===== src/hw/io_port_consts.svh =====
// Register offsets, reset values and bus answer codes of the dual-channel I/O port.
`ifndef IO_PORT_CONSTS_SVH
`define IO_PORT_CONSTS_SVH
`define IOP_ADDR_W 8
`define IOP_LEVELS_A 8'h00
`define IOP_CHG_LOW_A 8'h04
`define IOP_CHG_HIGH_A 8'h08
`define IOP_CHG_EN_A 8'h0C
`define IOP_LATCH_A 8'h10
`define IOP_LEVELS_B 8'h20
`define IOP_CHG_LOW_B 8'h24
`define IOP_CHG_HIGH_B 8'h28
`define IOP_CHG_EN_B 8'h2C
`define IOP_LATCH_B 8'h30
`define IOP_CFG_A_LOW 8'h40
`define IOP_CFG_A_HIGH 8'h44
`define IOP_CFG_B_LOW 8'h48
`define IOP_CFG_B_HIGH 8'h4C
`define IOP_CFG_RESET 8'h00
`define IOP_BYTE_RESET 8'h00
`define IOP_RESP_OKAY 2'h0
`define IOP_RESP_SLVERR 2'h2
`define IOP_ALT_TXC16_A 0
`define IOP_ALT_TXC1_A 1
`define IOP_ALT_RXC16_A 2
`define IOP_ALT_RXC16_B 3
`define IOP_ALT_RXC1_B 4
`define IOP_ALT_RXC1_A 5
`define IOP_ALT_CT0 6
`define IOP_ALT_CT1 7
`define IOP_PIN_A2 2
`define IOP_PIN_A3 3
`define IOP_PIN_A4 4
`define IOP_PIN_A6 6
`define IOP_PIN_B2 10
`define IOP_PIN_B3 11
`endif


===== src/hw/io_port_pkg.sv =====
// Types shared by the dual-channel I/O port.
package io_port_pkg;
  // Two-bit pin configuration codes in their field order.
  typedef enum logic [1:0] {
    cfg_input,
    cfg_latch,
    cfg_alt_clock,
    cfg_alt_other
  } pin_cfg_e;
endpackage


===== src/hw/dual_channel_io_port.sv =====
// Two eight-pin general purpose I/O ports with change detection, behind AXI4-Lite.
//
// Our own choices: the AXI4-Lite register port and the register addresses.
`timescale 1ns/1ps
`include "io_port_consts.svh"

module dual_channel_io_port #(
  parameter int PINS = 8
) (
  // Clock and reset.
  input wire logic aclk,
  input wire logic aresetn,
  // AXI4-Lite write address and data.
  input wire logic [`IOP_ADDR_W-1:0] s_axi_awaddr,
  input wire logic s_axi_awvalid,
  output logic s_axi_awready,
  input wire logic [31:0] s_axi_wdata,
  input wire logic [3:0] s_axi_wstrb,
  input wire logic s_axi_wvalid,
  output logic s_axi_wready,
  // AXI4-Lite write response.
  output logic [1:0] s_axi_bresp,
  output logic s_axi_bvalid,
  input wire logic s_axi_bready,
  // AXI4-Lite read address and data.
  input wire logic [`IOP_ADDR_W-1:0] s_axi_araddr,
  input wire logic s_axi_arvalid,
  output logic s_axi_arready,
  output logic [31:0] s_axi_rdata,
  output logic [1:0] s_axi_rresp,
  output logic s_axi_rvalid,
  input wire logic s_axi_rready,
  // Port pins of channel A and B, bit n for pin n.
  input wire logic [PINS-1:0] pin_in_a,
  output logic [PINS-1:0] pin_out_a,
  output logic [PINS-1:0] pin_oe_a,
  input wire logic [PINS-1:0] pin_in_b,
  output logic [PINS-1:0] pin_out_b,
  output logic [PINS-1:0] pin_oe_b,
  // Alternate sources from the UART clocks and counter/timers.
  input wire logic transmit_clock_16x_a,
  input wire logic transmit_clock_1x_a,
  input wire logic receive_clock_16x_a,
  input wire logic receive_clock_16x_b,
  input wire logic receive_clock_1x_b,
  input wire logic receive_clock_1x_a,
  input wire logic counter_timer_0_out,
  input wire logic counter_timer_1_out,
  // Pin levels towards the UART as general inputs and modem or clock inputs.
  output logic [PINS-1:0] general_input_a,
  output logic [PINS-1:0] general_input_b
);

  localparam int NPIN = 2 * PINS;

  // Software-visible state; configuration is one array of four bytes.
  logic [7:0] cfg_reg [4];
  logic [NPIN-1:0] latch_reg;
  logic [NPIN-1:0] chg_en_reg;
  logic [NPIN-1:0] flag_reg;
  logic [NPIN-1:0] level_reg;
  logic [NPIN-1:0] prev_reg;
  logic [NPIN-1:0] drive_next;
  logic [NPIN-1:0] oe_next;
  logic [NPIN-1:0] is_output;
  logic [NPIN-1:0] flag_view;
  logic [NPIN-1:0] flag_clear;
  logic [7:0] alt_src;

  // Bus side state.
  logic [`IOP_ADDR_W-1:0] waddr_reg;
  logic [7:0] wbyte_reg;
  logic wstrb0_reg;
  logic aw_have_reg;
  logic w_have_reg;
  logic do_write;
  logic wr_hit;
  logic rd_hit;
  logic [7:0] rd_byte;
  logic ar_take;

  assign alt_src[`IOP_ALT_TXC16_A] = transmit_clock_16x_a;
  assign alt_src[`IOP_ALT_TXC1_A] = transmit_clock_1x_a;
  assign alt_src[`IOP_ALT_RXC16_A] = receive_clock_16x_a;
  assign alt_src[`IOP_ALT_RXC16_B] = receive_clock_16x_b;
  assign alt_src[`IOP_ALT_RXC1_B] = receive_clock_1x_b;
  assign alt_src[`IOP_ALT_RXC1_A] = receive_clock_1x_a;
  assign alt_src[`IOP_ALT_CT0] = counter_timer_0_out;
  assign alt_src[`IOP_ALT_CT1] = counter_timer_1_out;

  // Pin mux per pin; returns {enable, level}. Pins 0..7 are A, 8..15 are B.
  function automatic logic [1:0] pin_drive(input int idx, input logic [1:0] code,
                                           input logic latch, input logic [7:0] alt);
    logic [1:0] res;
    res = 2'h0;
    case (io_port_pkg::pin_cfg_e'(code))
      io_port_pkg::cfg_input: res = 2'h0;
      io_port_pkg::cfg_latch: res = {1'b1, ~latch};
      io_port_pkg::cfg_alt_clock: begin
        case (idx)
          `IOP_PIN_A3: res = {1'b1, alt[`IOP_ALT_TXC16_A]};
          `IOP_PIN_A2: res = {1'b1, alt[`IOP_ALT_TXC1_A]};
          `IOP_PIN_A4: res = {1'b1, alt[`IOP_ALT_RXC16_A]};
          `IOP_PIN_A6: res = {1'b1, alt[`IOP_ALT_RXC16_B]};
          `IOP_PIN_B3: res = {1'b1, alt[`IOP_ALT_RXC1_B]};
          `IOP_PIN_B2: res = {1'b1, alt[`IOP_ALT_RXC1_A]};
          default: res = 2'h0;
        endcase
      end
      io_port_pkg::cfg_alt_other: begin
        case (idx)
          `IOP_PIN_B3: res = {~alt[`IOP_ALT_CT0], 1'b0};
          `IOP_PIN_B2: res = {~alt[`IOP_ALT_CT1], 1'b0};
          default: res = 2'h0;
        endcase
      end
      default: res = 2'h0;
    endcase
    return res;
  endfunction

  // Per-pin drive, output decode and detector view.
  genvar gi;
  generate
    for (gi = 0; gi < NPIN; gi++) begin : g_pin
      logic [1:0] drv;
      logic [1:0] code;
      assign code = cfg_reg[gi / 4][(gi % 4) * 2 +: 2];
      assign drv = pin_drive(gi, code, latch_reg[gi], alt_src);
      assign oe_next[gi] = drv[1];
      assign drive_next[gi] = drv[0];
      // Open-drain pins count as outputs only while they actually pull low.
      assign is_output[gi] = (code == io_port_pkg::cfg_latch) || drv[1];
      assign flag_view[gi] = flag_reg[gi] & chg_en_reg[gi] & ~is_output[gi];
    end
  endgenerate

  // Pins are sampled once; both the levels and the detector use this copy.
  // input always live
  always_ff @(posedge aclk) begin
    if (!aresetn) begin
      level_reg <= '0;
      prev_reg <= '0;
    end else begin
      level_reg <= {pin_in_b, pin_in_a};
      prev_reg <= level_reg;
    end
  end

  // Change flags; a new change wins over a read that clears in the same cycle.
  // detector enable
  always_ff @(posedge aclk) begin
    if (!aresetn) begin
      flag_reg <= '0;
    end else begin
      flag_reg <= (flag_reg & ~flag_clear) | ((level_reg ^ prev_reg) & chg_en_reg);
    end
  end

  // Drivers come from flops so the pins never glitch through the mux.
  always_ff @(posedge aclk) begin
    if (!aresetn) begin
      pin_oe_a <= '0;
      pin_oe_b <= '0;
      pin_out_a <= '0;
      pin_out_b <= '0;
      general_input_a <= '0;
      general_input_b <= '0;
    end else begin
      pin_oe_a <= oe_next[PINS-1:0];
      pin_oe_b <= oe_next[NPIN-1:PINS];
      pin_out_a <= drive_next[PINS-1:0];
      pin_out_b <= drive_next[NPIN-1:PINS];
      general_input_a <= level_reg[PINS-1:0];
      general_input_b <= level_reg[NPIN-1:PINS];
    end
  end

  // Write channels are taken independently and joined here.
  assign do_write = aw_have_reg && w_have_reg && !s_axi_bvalid;
  always_comb begin
    case (waddr_reg)
      `IOP_CHG_EN_A, `IOP_LATCH_A, `IOP_CHG_EN_B, `IOP_LATCH_B,
      `IOP_CFG_A_LOW, `IOP_CFG_A_HIGH, `IOP_CFG_B_LOW, `IOP_CFG_B_HIGH: wr_hit = 1'b1;
      // Read-only registers refuse writes as well as unmapped holes.
      default: wr_hit = 1'b0;
    endcase
  end

  // Write address handshake; ready returns only after the response is taken.
  always_ff @(posedge aclk) begin
    if (!aresetn) begin
      s_axi_awready <= 1'b0;
      aw_have_reg <= 1'b0;
      waddr_reg <= '0;
    end else if (s_axi_awvalid && s_axi_awready) begin
      s_axi_awready <= 1'b0;
      aw_have_reg <= 1'b1;
      waddr_reg <= s_axi_awaddr;
    end else if (do_write) begin
      aw_have_reg <= 1'b0;
    end else if (!aw_have_reg && !s_axi_bvalid) begin
      s_axi_awready <= 1'b1;
    end
  end

  // Write data handshake.
  always_ff @(posedge aclk) begin
    if (!aresetn) begin
      s_axi_wready <= 1'b0;
      w_have_reg <= 1'b0;
      wbyte_reg <= `IOP_BYTE_RESET;
      wstrb0_reg <= 1'b0;
    end else if (s_axi_wvalid && s_axi_wready) begin
      s_axi_wready <= 1'b0;
      w_have_reg <= 1'b1;
      wbyte_reg <= s_axi_wdata[7:0];
      wstrb0_reg <= s_axi_wstrb[0];
    end else if (do_write) begin
      w_have_reg <= 1'b0;
    end else if (!w_have_reg && !s_axi_bvalid) begin
      s_axi_wready <= 1'b1;
    end
  end

  // Write response.
  always_ff @(posedge aclk) begin
    if (!aresetn) begin
      s_axi_bvalid <= 1'b0;
      s_axi_bresp <= `IOP_RESP_OKAY;
    end else if (do_write) begin
      s_axi_bvalid <= 1'b1;
      s_axi_bresp <= wr_hit ? `IOP_RESP_OKAY : `IOP_RESP_SLVERR;
    end else if (s_axi_bready && s_axi_bvalid) begin
      s_axi_bvalid <= 1'b0;
    end
  end

  // Software registers; only byte lane 0 carries data.
  // configuration resets
  always_ff @(posedge aclk) begin
    if (!aresetn) begin
      for (int k = 0; k < 4; k++) begin
        cfg_reg[k] <= `IOP_CFG_RESET;
      end
      latch_reg <= '0;
      chg_en_reg <= '0;
    end else if (do_write && wstrb0_reg) begin
      case (waddr_reg)
        `IOP_CHG_EN_A: chg_en_reg[PINS-1:0] <= wbyte_reg;
        `IOP_CHG_EN_B: chg_en_reg[NPIN-1:PINS] <= wbyte_reg;
        `IOP_LATCH_A: latch_reg[PINS-1:0] <= wbyte_reg;
        `IOP_LATCH_B: latch_reg[NPIN-1:PINS] <= wbyte_reg;
        `IOP_CFG_A_LOW: cfg_reg[0] <= wbyte_reg;
        `IOP_CFG_A_HIGH: cfg_reg[1] <= wbyte_reg;
        `IOP_CFG_B_LOW: cfg_reg[2] <= wbyte_reg;
        `IOP_CFG_B_HIGH: cfg_reg[3] <= wbyte_reg;
        default: ;
      endcase
    end
  end

  // Read decode; change registers pair flags above the live levels.
  assign ar_take = s_axi_arvalid && s_axi_arready;
  always_comb begin
    rd_hit = 1'b1;
    rd_byte = `IOP_BYTE_RESET;
    flag_clear = '0;
    case (s_axi_araddr)
      `IOP_LEVELS_A: rd_byte = level_reg[PINS-1:0];
      `IOP_LEVELS_B: rd_byte = level_reg[NPIN-1:PINS];
      `IOP_CHG_LOW_A: begin
        rd_byte = {flag_view[3:0], level_reg[3:0]};
        flag_clear[3:0] = {4{ar_take}};
      end
      `IOP_CHG_LOW_B: begin
        rd_byte = {flag_view[11:8], level_reg[11:8]};
        flag_clear[11:8] = {4{ar_take}};
      end
      `IOP_CHG_HIGH_A: begin
        rd_byte = {flag_view[7:4], level_reg[7:4]};
        flag_clear[7:4] = {4{ar_take}};
      end
      `IOP_CHG_HIGH_B: begin
        rd_byte = {flag_view[15:12], level_reg[15:12]};
        flag_clear[15:12] = {4{ar_take}};
      end
      `IOP_CHG_EN_A: rd_byte = chg_en_reg[PINS-1:0];
      `IOP_CHG_EN_B: rd_byte = chg_en_reg[NPIN-1:PINS];
      `IOP_LATCH_A: rd_byte = latch_reg[PINS-1:0];
      `IOP_LATCH_B: rd_byte = latch_reg[NPIN-1:PINS];
      `IOP_CFG_A_LOW: rd_byte = cfg_reg[0];
      `IOP_CFG_A_HIGH: rd_byte = cfg_reg[1];
      `IOP_CFG_B_LOW: rd_byte = cfg_reg[2];
      `IOP_CFG_B_HIGH: rd_byte = cfg_reg[3];
      default: rd_hit = 1'b0;
    endcase
  end

  // Read channel; data are captured at the address handshake.
  always_ff @(posedge aclk) begin
    if (!aresetn) begin
      s_axi_arready <= 1'b0;
      s_axi_rvalid <= 1'b0;
      s_axi_rdata <= '0;
      s_axi_rresp <= `IOP_RESP_OKAY;
    end else if (ar_take) begin
      s_axi_arready <= 1'b0;
      s_axi_rvalid <= 1'b1;
      s_axi_rdata <= {24'h000000, rd_byte};
      s_axi_rresp <= rd_hit ? `IOP_RESP_OKAY : `IOP_RESP_SLVERR;
    end else if (s_axi_rvalid && s_axi_rready) begin
      s_axi_rvalid <= 1'b0;
    end else if (!s_axi_rvalid) begin
      s_axi_arready <= 1'b1;
    end
  end

endmodule // dual_channel_io_port


===== config.mk =====
export PLATFORM = sky130hd
export DESIGN_NAME = dual_channel_io_port
export DESIGN_NICKNAME = d
export VERILOG_FILES = /design/src/hw/io_port_pkg.sv /design/src/hw/dual_channel_io_port.sv
export VERILOG_INCLUDE_DIRS = /design/src /design/src/hw
export SDC_FILE = /design/constraint.sdc
export NUM_CORES = 1
export LEC_CHECK = 0
export BUFFER_PORTS_ARGS = -buffer_cell sky130_fd_sc_hd__buf_2
export CORE_AREA = 2 2 118 120
export CTS_CLUSTER_DIAMETER = 150
export CTS_CLUSTER_SIZE = 25
export DETAILED_ROUTE_END_ITERATION = 16
export DIE_AREA = 0 0 120 122
export HOLD_SLACK_MARGIN = 0.15
export PLACE_DENSITY = 0.83
export SLEW_MARGIN = 10
export SYNTH_ARGS = -nofsm -noshare
export SYNTH_HDL_FRONTEND = slang
export SYNTH_SLANG_ARGS = --single-unit

===== constraint.sdc =====
create_clock -name aclk -period 6.92 [get_ports aclk]
set_input_delay 1.384 -clock aclk [delete_from_list [all_inputs] [get_ports aclk]]
set_output_delay 1.384 -clock aclk [all_outputs]
set_load 0.05 [all_outputs]

Word-level counts from Yosys, hierarchy flattened
Memory sizes are Yosys's and may differ from the RTL's.
Cells that the tools add are included.
Word-level totals
  register bits after elaboration: 164
  bits in writable memories: 32
  bits of input ports: 83
  output and inout port bits: 89
  memories: 1
Memory list
  cfg_reg: depth 4, bits a word 8, read ports 4, clocked after memory_dff 0, write ports 4, line dual_channel_io_port.sv:57  | logic [7:0] cfg_reg [4];
Operators by class
  equal/unequal tests: 69
  mux-type cells: 53
  bitwise operators: 79
  reductions and logical operators: 76
Operator list (number)
  8-bit one-hot mux with 14 select lines: 1
  2-bit equality test (second input constant): 32
  8-bit by 7-bit equality test with 1-bit output (second input constant): 8
  8-bit by 6-bit equality test with 1-bit output (second input constant): 7
  2-bit one-hot mux with 2 select lines: 10
  1-bit NOT: 38
  1-bit bitwise AND: 32
  16-bit bitwise AND: 2
  2-bit by 1-bit equality test with 1-bit output (second input constant): 16
  2-bit logical NOT: 16
  8-bit two-way mux: 4
  3-bit OR reduction: 10
  1-bit two-way mux: 26
  8-bit by 4-bit equality test with 1-bit output (second input constant): 3
  2-bit one-hot mux with 3 select lines: 4
  8-bit by 5-bit equality test with 1-bit output (second input constant): 2
  1-bit logical OR: 16
  4-bit two-way mux: 4
  16-bit NOT: 1
  16-bit bitwise OR: 1
  2-bit one-hot mux with 4 select lines: 2
  16-bit bitwise XOR: 1
  2-bit AND reduction: 7
  14-bit OR reduction: 1
  other kinds (9): 33

Longest topological paths before layout
Gate-level depths: netlist (run 1).
An unclocked memory read counts as a cell.
  word-level depth: 8
  mapped depth: 7
  depth with buffers taken out: 7

Worst setup path after synthesis (run 1)
Ideal clock, no wire load.
  path type: in2reg
  start: input s_axi_araddr[2]
  end: register s_axi_rdata[6]
  setup time: 141 ps
  arrival: 2690 ps
  data required time: 6779 ps
  path slack: 4090 ps
  stages: 6
  buffers on the path: 1
  cells stage by stage: clkbuf_1 -> nor2b_1 -> nand2_1 -> and4_1 -> a2111oi_0 -> a211oi_1
On the way
  cells in the longest elaborated chain, start to end: 2
  elaborated cells on any way between the ends: 15
RTL lines
  start: declaration: line dual_channel_io_port.sv:26  | input wire logic [`IOP_ADDR_W-1:0] s_axi_araddr,
  8-bit by 7-bit equality test with 1-bit output (tied with other cells): line dual_channel_io_port.sv:269  | case (s_axi_araddr)
  8-bit one-hot mux with 14 select lines (*): line dual_channel_io_port.sv:269
  end signal: assignment: line dual_channel_io_port.sv:310  | s_axi_rdata <= {24'h000000, rd_byte};
  end: declaration: line dual_channel_io_port.sv:29  | output logic [31:0] s_axi_rdata,
Mark *: on every way between the ends. The rest lies on a longest branch, timed or not.
A chain may end at the register's enable or synchronous reset.

Final worst setup path (run 1)
  start: input s_axi_araddr[5]
  end: register flag_reg[5]
On the way
  cells in the longest elaborated chain, start to end: 5
RTL lines
  8-bit by 4-bit equality test with 1-bit output: line dual_channel_io_port.sv:269
  4-bit two-way mux: line dual_channel_io_port.sv:269
  16-bit NOT: line dual_channel_io_port.sv:156  | flag_reg <= (flag_reg & ~flag_clear) | ((level_reg ^ prev_reg) & chg_en_reg);
  16-bit bitwise AND: line dual_channel_io_port.sv:156
  16-bit bitwise OR: line dual_channel_io_port.sv:156
  end signal: assignment: line dual_channel_io_port.sv:156
  end: declaration: line dual_channel_io_port.sv:60  | logic [NPIN-1:0] flag_reg;
No other way between the ends.

==> impl_metrics.json, run 1 <==
{
  "endpoint_kind": "register",
  "crit_arrival_ps": 3740,
  "n_antenna_cell": 0,
  "hpwlAfterDp_mm": 13.9,
  "fmax_ghz": 0.291,
  "globalRoute.totalOverflow": 0,
  "area.growth.synth_to_final_pct": 16.7,
  "async_flop_share_pct": 0,
  "cts_tree": "built",
  "die_width_um": 120,
  "worst-path-max-fanout": 22,
  "rel_slew_slack_pct": 13.8,
  "boundaryPins": 172,
  "final_cell_area_mm2": 0.00884,
  "cp.required_ps": 7210,
  "final-instance-count-excl-fill": 1076,
  "cellLeakagePower_nw": 3.70,
  "max_cap_viol_count": 0,
  "insertion_delay_ps": 440,
  "drive_gt1_share_pct": 20.4,
  "report.final.slew_viol_count": 0,
  "fin_crit_ps": 3440,
  "cts_resized": 0,
  "detail_route.wl_per_cell_um": 18.5,
  "detailedRoute.firstIterationViolations": 683,
  "synth-adder-area-share_pct": 1.32,
  "cp_top_family": "simple AND/OR/NAND/NOR gates",
  "fp.dieH_um": 122,
  "grt_setup_unrepaired": "no",
  "grt_start_max_net_pins": 55,
  "yosys_warnings": 0,
  "critPathKind": "input port to register",
  "syn_avg_cell_area_um2": 9.82,
  "final_antenna_net_count": 0,
  "path_buf_inv": 2,
  "std_cell_rows": 43,
  "final.fill_count": 1078,
  "grt_pass1_vias": 5664,
  "port-buffer-count": 118,
  "layout.cells.most_common_list": "146 x sky130_fd_sc_hd__dfxtp_1, 118 x sky130_fd_sc_hd__buf_2, 83 x sky130_fd_sc_hd__nor2_1",
  "report.final.setup_viol": 0,
  "synth_sequential_area_ratio_pct": 51.2,
  "synth.ff_latch_count": 178,
  "layout.cells.most_common": "sky130_fd_sc_hd__dfxtp_1",
  "drt_first_pass_iters": 7,
  "fin_crit_sh_pct": 49.7,
  "clock_sinks": 178,
  "largest_family_of_logic_cells_by_synthesized_area": "simple AND/OR/NAND/NOR gates",
  "worst_path_largest_cell_delay_ps": 1050,
  "via_count": 6191,
  "finClkSkew_ps": 9.13,
  "synthesized_area_fraction_occupied_by_ao_oa_aoi_and_oai_cells_pct": 10.7,
  "max_clock_buf_depth": 2,
  "number_of_buffers_created_by_cts": 17,
  "cts_hold_repair.buffers": 0,
  "yosys.area_share.simple_pct": 21.8,
  "total_nets_final": 974,
  "setup-tns-final_ps": 0,
  "power_per_cell_area_mw_per_mm2": 264,
  "drt_drc_violations_left": 0,
  "clkSlewWorstSetupHoldPaths_ps": 70,
  "worst_path_max_delay_cell": "sky130_fd_sc_hd__nor4_1",
  "buffers_inserted_during_post_cts_setup_optimization": 0,
  "grt_antenna_before_repair": 0,
  "yosysUniqueCellTypes": 56,
  "post_synth_instance_area_mm2": 0.00758,
  "fp.dieArea_mm2": 0.0146,
  "vias_per_cell": 5.75,
  "start_util_pct": 56.1,
  "cells_along_the_critical_path": "buf_2, nor4_1, buf_4, nand3_1, a22oi_1, nor2_1",
  "finalHoldViolations": 0,
  "syn_inst": 772,
  "placement.cell_area_mm2": 0.00822,
  "hold_path.class": "register to register",
  "grt_pass1_wl_mm": 30.5,
  "largest_register_ffs": 32,
  "total_wire_length_after_detailed_routing_mm": 19.9,
  "cts.root.buffer_cell": "sky130_fd_sc_hd__clkbuf_16",
  "synthXorXnorAreaFrac_pct": 1.85,
  "htree_levels": 4,
  "worst_ir_drop_vdd_v": 0.000183,
  "gpl.final_weighted_congestion": 0.986,
  "critical_path.startpoint_type": "input port",
  "synth_enable_flop_cells": 32,
  "floorplan.core_area_mm2": 0.0135,
  "placedCellCount": 1044,
  "synth_ff_type": "sky130_fd_sc_hd__dfxtp_1",
  "fin_util_pct": 65.5,
  "grt.total_usage_pct": 27.7,
  "fraction_of_synthesized_area_in_multiplexers_pct": 7.73,
  "worst_pin_slew_ps": 1280,
  "status": "complete, no violations"
}
-- final cells by class --
class | instances | area (um^2) | share of cell area, %
clock buffer | 20 | 478 | 5.41
clock inverter | 12 | 141 | 1.60
inverter | 21 | 78.8 | 0.892
multi-input combinational | 539 | 3380 | 38.3
sequential | 178 | 3880 | 43.9
tap | 180 | 225 | 2.55
timing repair buffer | 126 | 651 | 7.36
-- logic make-up after synthesis --
kind of cell    Yosys count
xor+xnor                 16
simple gates            310
compound gates          124
buf+inv                  80
mux                      55
flops                   178
other cells               1
fa+ha+maj                 8
-- final timing paths --
path         slack (ps)       startpoint  cells after the start       endpoint
max                3480  s_axi_araddr[5]                      6    flag_reg[5]
min                 470     latch_reg[0]                      1   pin_out_a[0]
max reg2reg        4130     waddr_reg[7]                      3  cfg_reg[0][6]
min reg2reg         470     latch_reg[0]                      1   pin_out_a[0]
-- metal layers --
metal	vias up	track usage (%)	part of all wire (%)
met4	0	13.7	3.9
li1	2893	-	-
met3	64	7.07	9.5
met1	2877	35.4	41
met2	357	43.9	46
met5	-	0	0
-- through the flow --
step                      hold slack (ps)  setup slack, ps  total power [mW]
after global placement                446             3260              1.35
after global routing                  479             3460              2.40
after detailed placement              445             3280              1.35
final                                 469             3480              2.33
after CTS                             457             3630              2.34
after floorplan                       413             4090              1.30
-- cells in the mapped netlist (3+ instances only) --
library cell,n,area [um^2]
sky130_fd_sc_hd__a21oi_1,40,200
sky130_fd_sc_hd__a211oi_1,7,52.6
sky130_fd_sc_hd__nor4_1,8,50.1
sky130_fd_sc_hd__inv_1,20,75.1
sky130_fd_sc_hd__nor2_4,3,33.8
sky130_fd_sc_hd__edfxtp_1,32,961
sky130_fd_sc_hd__buf_2,3,15.0
sky130_fd_sc_hd__nor3b_1,3,22.5
sky130_fd_sc_hd__nor3_1,14,70.1
sky130_fd_sc_hd__dfxtp_1,146,2920
sky130_fd_sc_hd__nand2b_1,9,56.3
sky130_fd_sc_hd__nor2b_1,7,43.8
sky130_fd_sc_hd__nor2_1,83,312
sky130_fd_sc_hd__a22o_1,4,35.0
sky130_fd_sc_hd__a22oi_1,26,195
sky130_fd_sc_hd__nand4_1,7,43.8
sky130_fd_sc_hd__ha_1,8,100
sky130_fd_sc_hd__a2111oi_0,4,35.0
sky130_fd_sc_hd__mux2i_1,45,450
sky130_fd_sc_hd__o21ai_0,17,85.1
sky130_fd_sc_hd__xor2_1,16,140
sky130_fd_sc_hd__o22ai_1,7,43.8
sky130_fd_sc_hd__and3_1,3,18.8
sky130_fd_sc_hd__and2_1,70,438
sky130_fd_sc_hd__clkbuf_1,28,105
sky130_fd_sc_hd__mux2_2,8,90.1
sky130_fd_sc_hd__nand3b_1,5,37.5
sky130_fd_sc_hd__nand3_1,25,125
sky130_fd_sc_hd__nand2_1,56,210
sky130_fd_sc_hd__buf_4,27,203
sky130_fd_sc_hd__o2111ai_1,5,43.8
sky130_fd_sc_hd__or3_1,3,18.8
-- report_power, final --
| group | switching, mW | internal, mW |
|---|---|---|
| Clock | 0.419 | 0.579 |
| Combinational | 0.161 | 0.0567 |
| Sequential | 0.0335 | 1.08 |
| Total | 0.613 | 1.72 |
No activity file was read; power rests on OpenSTA's default activity.
==> run 2: changes to the inputs <==
--- a/config.mk
+++ b/config.mk
@@ -7,13 +7,13 @@
 export NUM_CORES = 1
 export LEC_CHECK = 0
 export BUFFER_PORTS_ARGS = -buffer_cell sky130_fd_sc_hd__buf_2
-export CORE_AREA = 2 2 118 120
+export CORE_AREA = 2 2 122 124
 export CTS_CLUSTER_DIAMETER = 150
 export CTS_CLUSTER_SIZE = 25
 export DETAILED_ROUTE_END_ITERATION = 16
-export DIE_AREA = 0 0 120 122
+export DIE_AREA = 0 0 124 126
 export HOLD_SLACK_MARGIN = 0.15
-export PLACE_DENSITY = 0.83
+export PLACE_DENSITY = 0.79
 export SLEW_MARGIN = 10
 export SYNTH_ARGS = -nofsm -noshare
 export SYNTH_HDL_FRONTEND = slang
==> constraint.sdc (replaced) <==
create_clock -name aclk -period 3.2 [get_ports aclk]
set_input_delay 0.64 -clock aclk [delete_from_list [all_inputs] [get_ports aclk]]
set_output_delay 0.64 -clock aclk [all_outputs]
set_load 0.05 [all_outputs]
==> impl_metrics.json, run 2 (synthesis gave the netlist of run 1 again) <==
{
  "crit_arrival_ps": 2570,
  "cellLeakagePower_nw": 3.71,
  "start_util_pct": 52.9,
  "timing.reg2reg.setup_slack_ps": 930,
  "largest_register_ffs": 32,
  "fin_crit_ps": 2270,
  "fp.dieArea_mm2": 0.0156,
  "cts_tree": "built",
  "fmax_ghz": 0.441,
  "drive_gt1_share_pct": 20.9,
  "worst_ir_drop_vdd_v": 0.000370,
  "clock_sinks": 178,
  "cts_resized": 0,
  "std_cell_rows": 44,
  "area.growth.synth_to_final_pct": 16.9,
  "placement.setup.worst_slack_ps": 663,
  "gpl.final_weighted_congestion": 0.938,
  "crit_path_end": "cfg_reg[0][2]",
  "cts.root.buffer_cell": "sky130_fd_sc_hd__clkbuf_16",
  "n_antenna_cell": 0,
  "r2r_startpoint": "waddr_reg[7]",
  "grt_start_max_net_pins": 105,
  "grt_setup_unrepaired": "no",
  "globalRoute.totalOverflow": 0,
  "max_cap_viol_count": 0,
  "via_count": 6180,
  "cts_hold_repair.buffers": 0,
  "final-instance-count-excl-fill": 1087,
  "report.final.slew_viol_count": 0,
  "route.layer.met1.wl_mm": 8.57,
  "final_cell_area_mm2": 0.00886,
  "fin_crit_sh_pct": 70.8,
  "grt.total_usage_pct": 26.8,
  "total_nets_final": 981,
  "grt_pass1_wl_mm": 31.2,
  "layout.cells.most_common_list": "146 x sky130_fd_sc_hd__dfxtp_1, 118 x sky130_fd_sc_hd__buf_2, 83 x sky130_fd_sc_hd__nor2_1",
  "setup-tns-final_ps": 0,
  "drt_first_pass_iters": 5,
  "floorplan.core_area_mm2": 0.0143,
  "drt_drc_violations_left": 0,
  "grt_pass1_vias": 5751,
  "boundaryPins": 172,
  "detailedRoute.firstIterationViolations": 680,
  "finalHoldViolations": 0,
  "final_antenna_net_count": 0,
  "number_of_buffers_created_by_cts": 17,
  "die_width_um": 124,
  "endpoint_kind": "register",
  "cp.required_ps": 3510,
  "worstRegToRegCells": 5,
  "detail_route.wl_per_cell_um": 18.7,
  "htree_levels": 4,
  "setup_ws_ps": 933,
  "wl_met2_mm": 9.28,
  "fp.dieH_um": 126,
  "grt_antenna_before_repair": 0,
  "hold_path.class": "input port to register",
  "report.final.setup_viol": 0,
  "rel_slew_slack_pct": 34.4,
  "worst-path-max-fanout": 8,
  "total_power_mw": 4.90,
  "setup.worst_path.start": "waddr_reg[7]",
  "total_wire_length_after_detailed_routing_mm": 20.3,
  "power_per_cell_area_mw_per_mm2": 553,
  "hpwlAfterDp_mm": 14.5,
  "placement.cell_area_mm2": 0.00829,
  "buffers_inserted_during_post_cts_setup_optimization": 0,
  "rr_endpoint": "cfg_reg[0][2]",
  "placedCellCount": 1055,
  "critPathKind": "register to register",
  "insertion_delay_ps": 440,
  "port-buffer-count": 118,
  "finClkSkew_ps": 11.2,
  "top_layer_used": "met4",
  "status": "complete, no violations",
  "max_clock_buf_depth": 2,
  "clkSlewWorstSetupHoldPaths_ps": 70,
  "worst_pin_slew_ps": 977,
  "critical_path.startpoint_type": "register",
  "route.met3.wl_mm": 1.62,
  "fin_util_pct": 61.9,
  "finalHoldWorstSlack_ps": 404,
  "vias_per_cell": 5.69,
  "layout.cells.most_common": "sky130_fd_sc_hd__dfxtp_1"
}
-- run 2: routing by layer --
metal / up-vias / track usage (%)
met3: 56 / 5.39
met4: 0 / 12.9
met5: - / 0
met2: 302 / 40.6
met1: 2921 / 36.6
li1: 2901 / -
-- run 2: how the worst min path moves through the flow --
stage,startpoint,to,slack (ps),depth (start not counted)
after floorplan,latch_reg[0],pin_out_a[0],410,1
after global placement,latch_reg[1],pin_out_a[1],450,1
after detailed placement,latch_reg[15],pin_out_b[7],460,1
after CTS,pin_in_b[6],level_reg[14],390,2
after global routing,pin_in_a[6],level_reg[6],400,2
final,pin_in_a[2],level_reg[2],400,2
-- run 2: power by group --
| group | switching, mW | internal, mW |
|---|---|---|
| Sequential | 0.0693 | 2.34 |
| Combinational | 0.351 | 0.130 |
| Clock | 0.971 | 1.03 |
| Total | 1.39 | 3.51 |
-- run 2: cell type report --
class	count	area (um^2)
clock inverter	14	138
fill	1253	5460
sequential	178	3880
timing repair buffer	133	716
tap	184	230
inverter	21	78.8
multi-input combinational	539	3380
clock buffer	18	429
-- run 2: critical path: stages, from the launching register on --
cell                      delay, ps
sky130_fd_sc_hd__dfxtp_1        330
sky130_fd_sc_hd__or4_4          560
sky130_fd_sc_hd__or4_4          470
sky130_fd_sc_hd__or2_4          310
sky130_fd_sc_hd__nor3_4         270
sky130_fd_sc_hd__and2_1         190
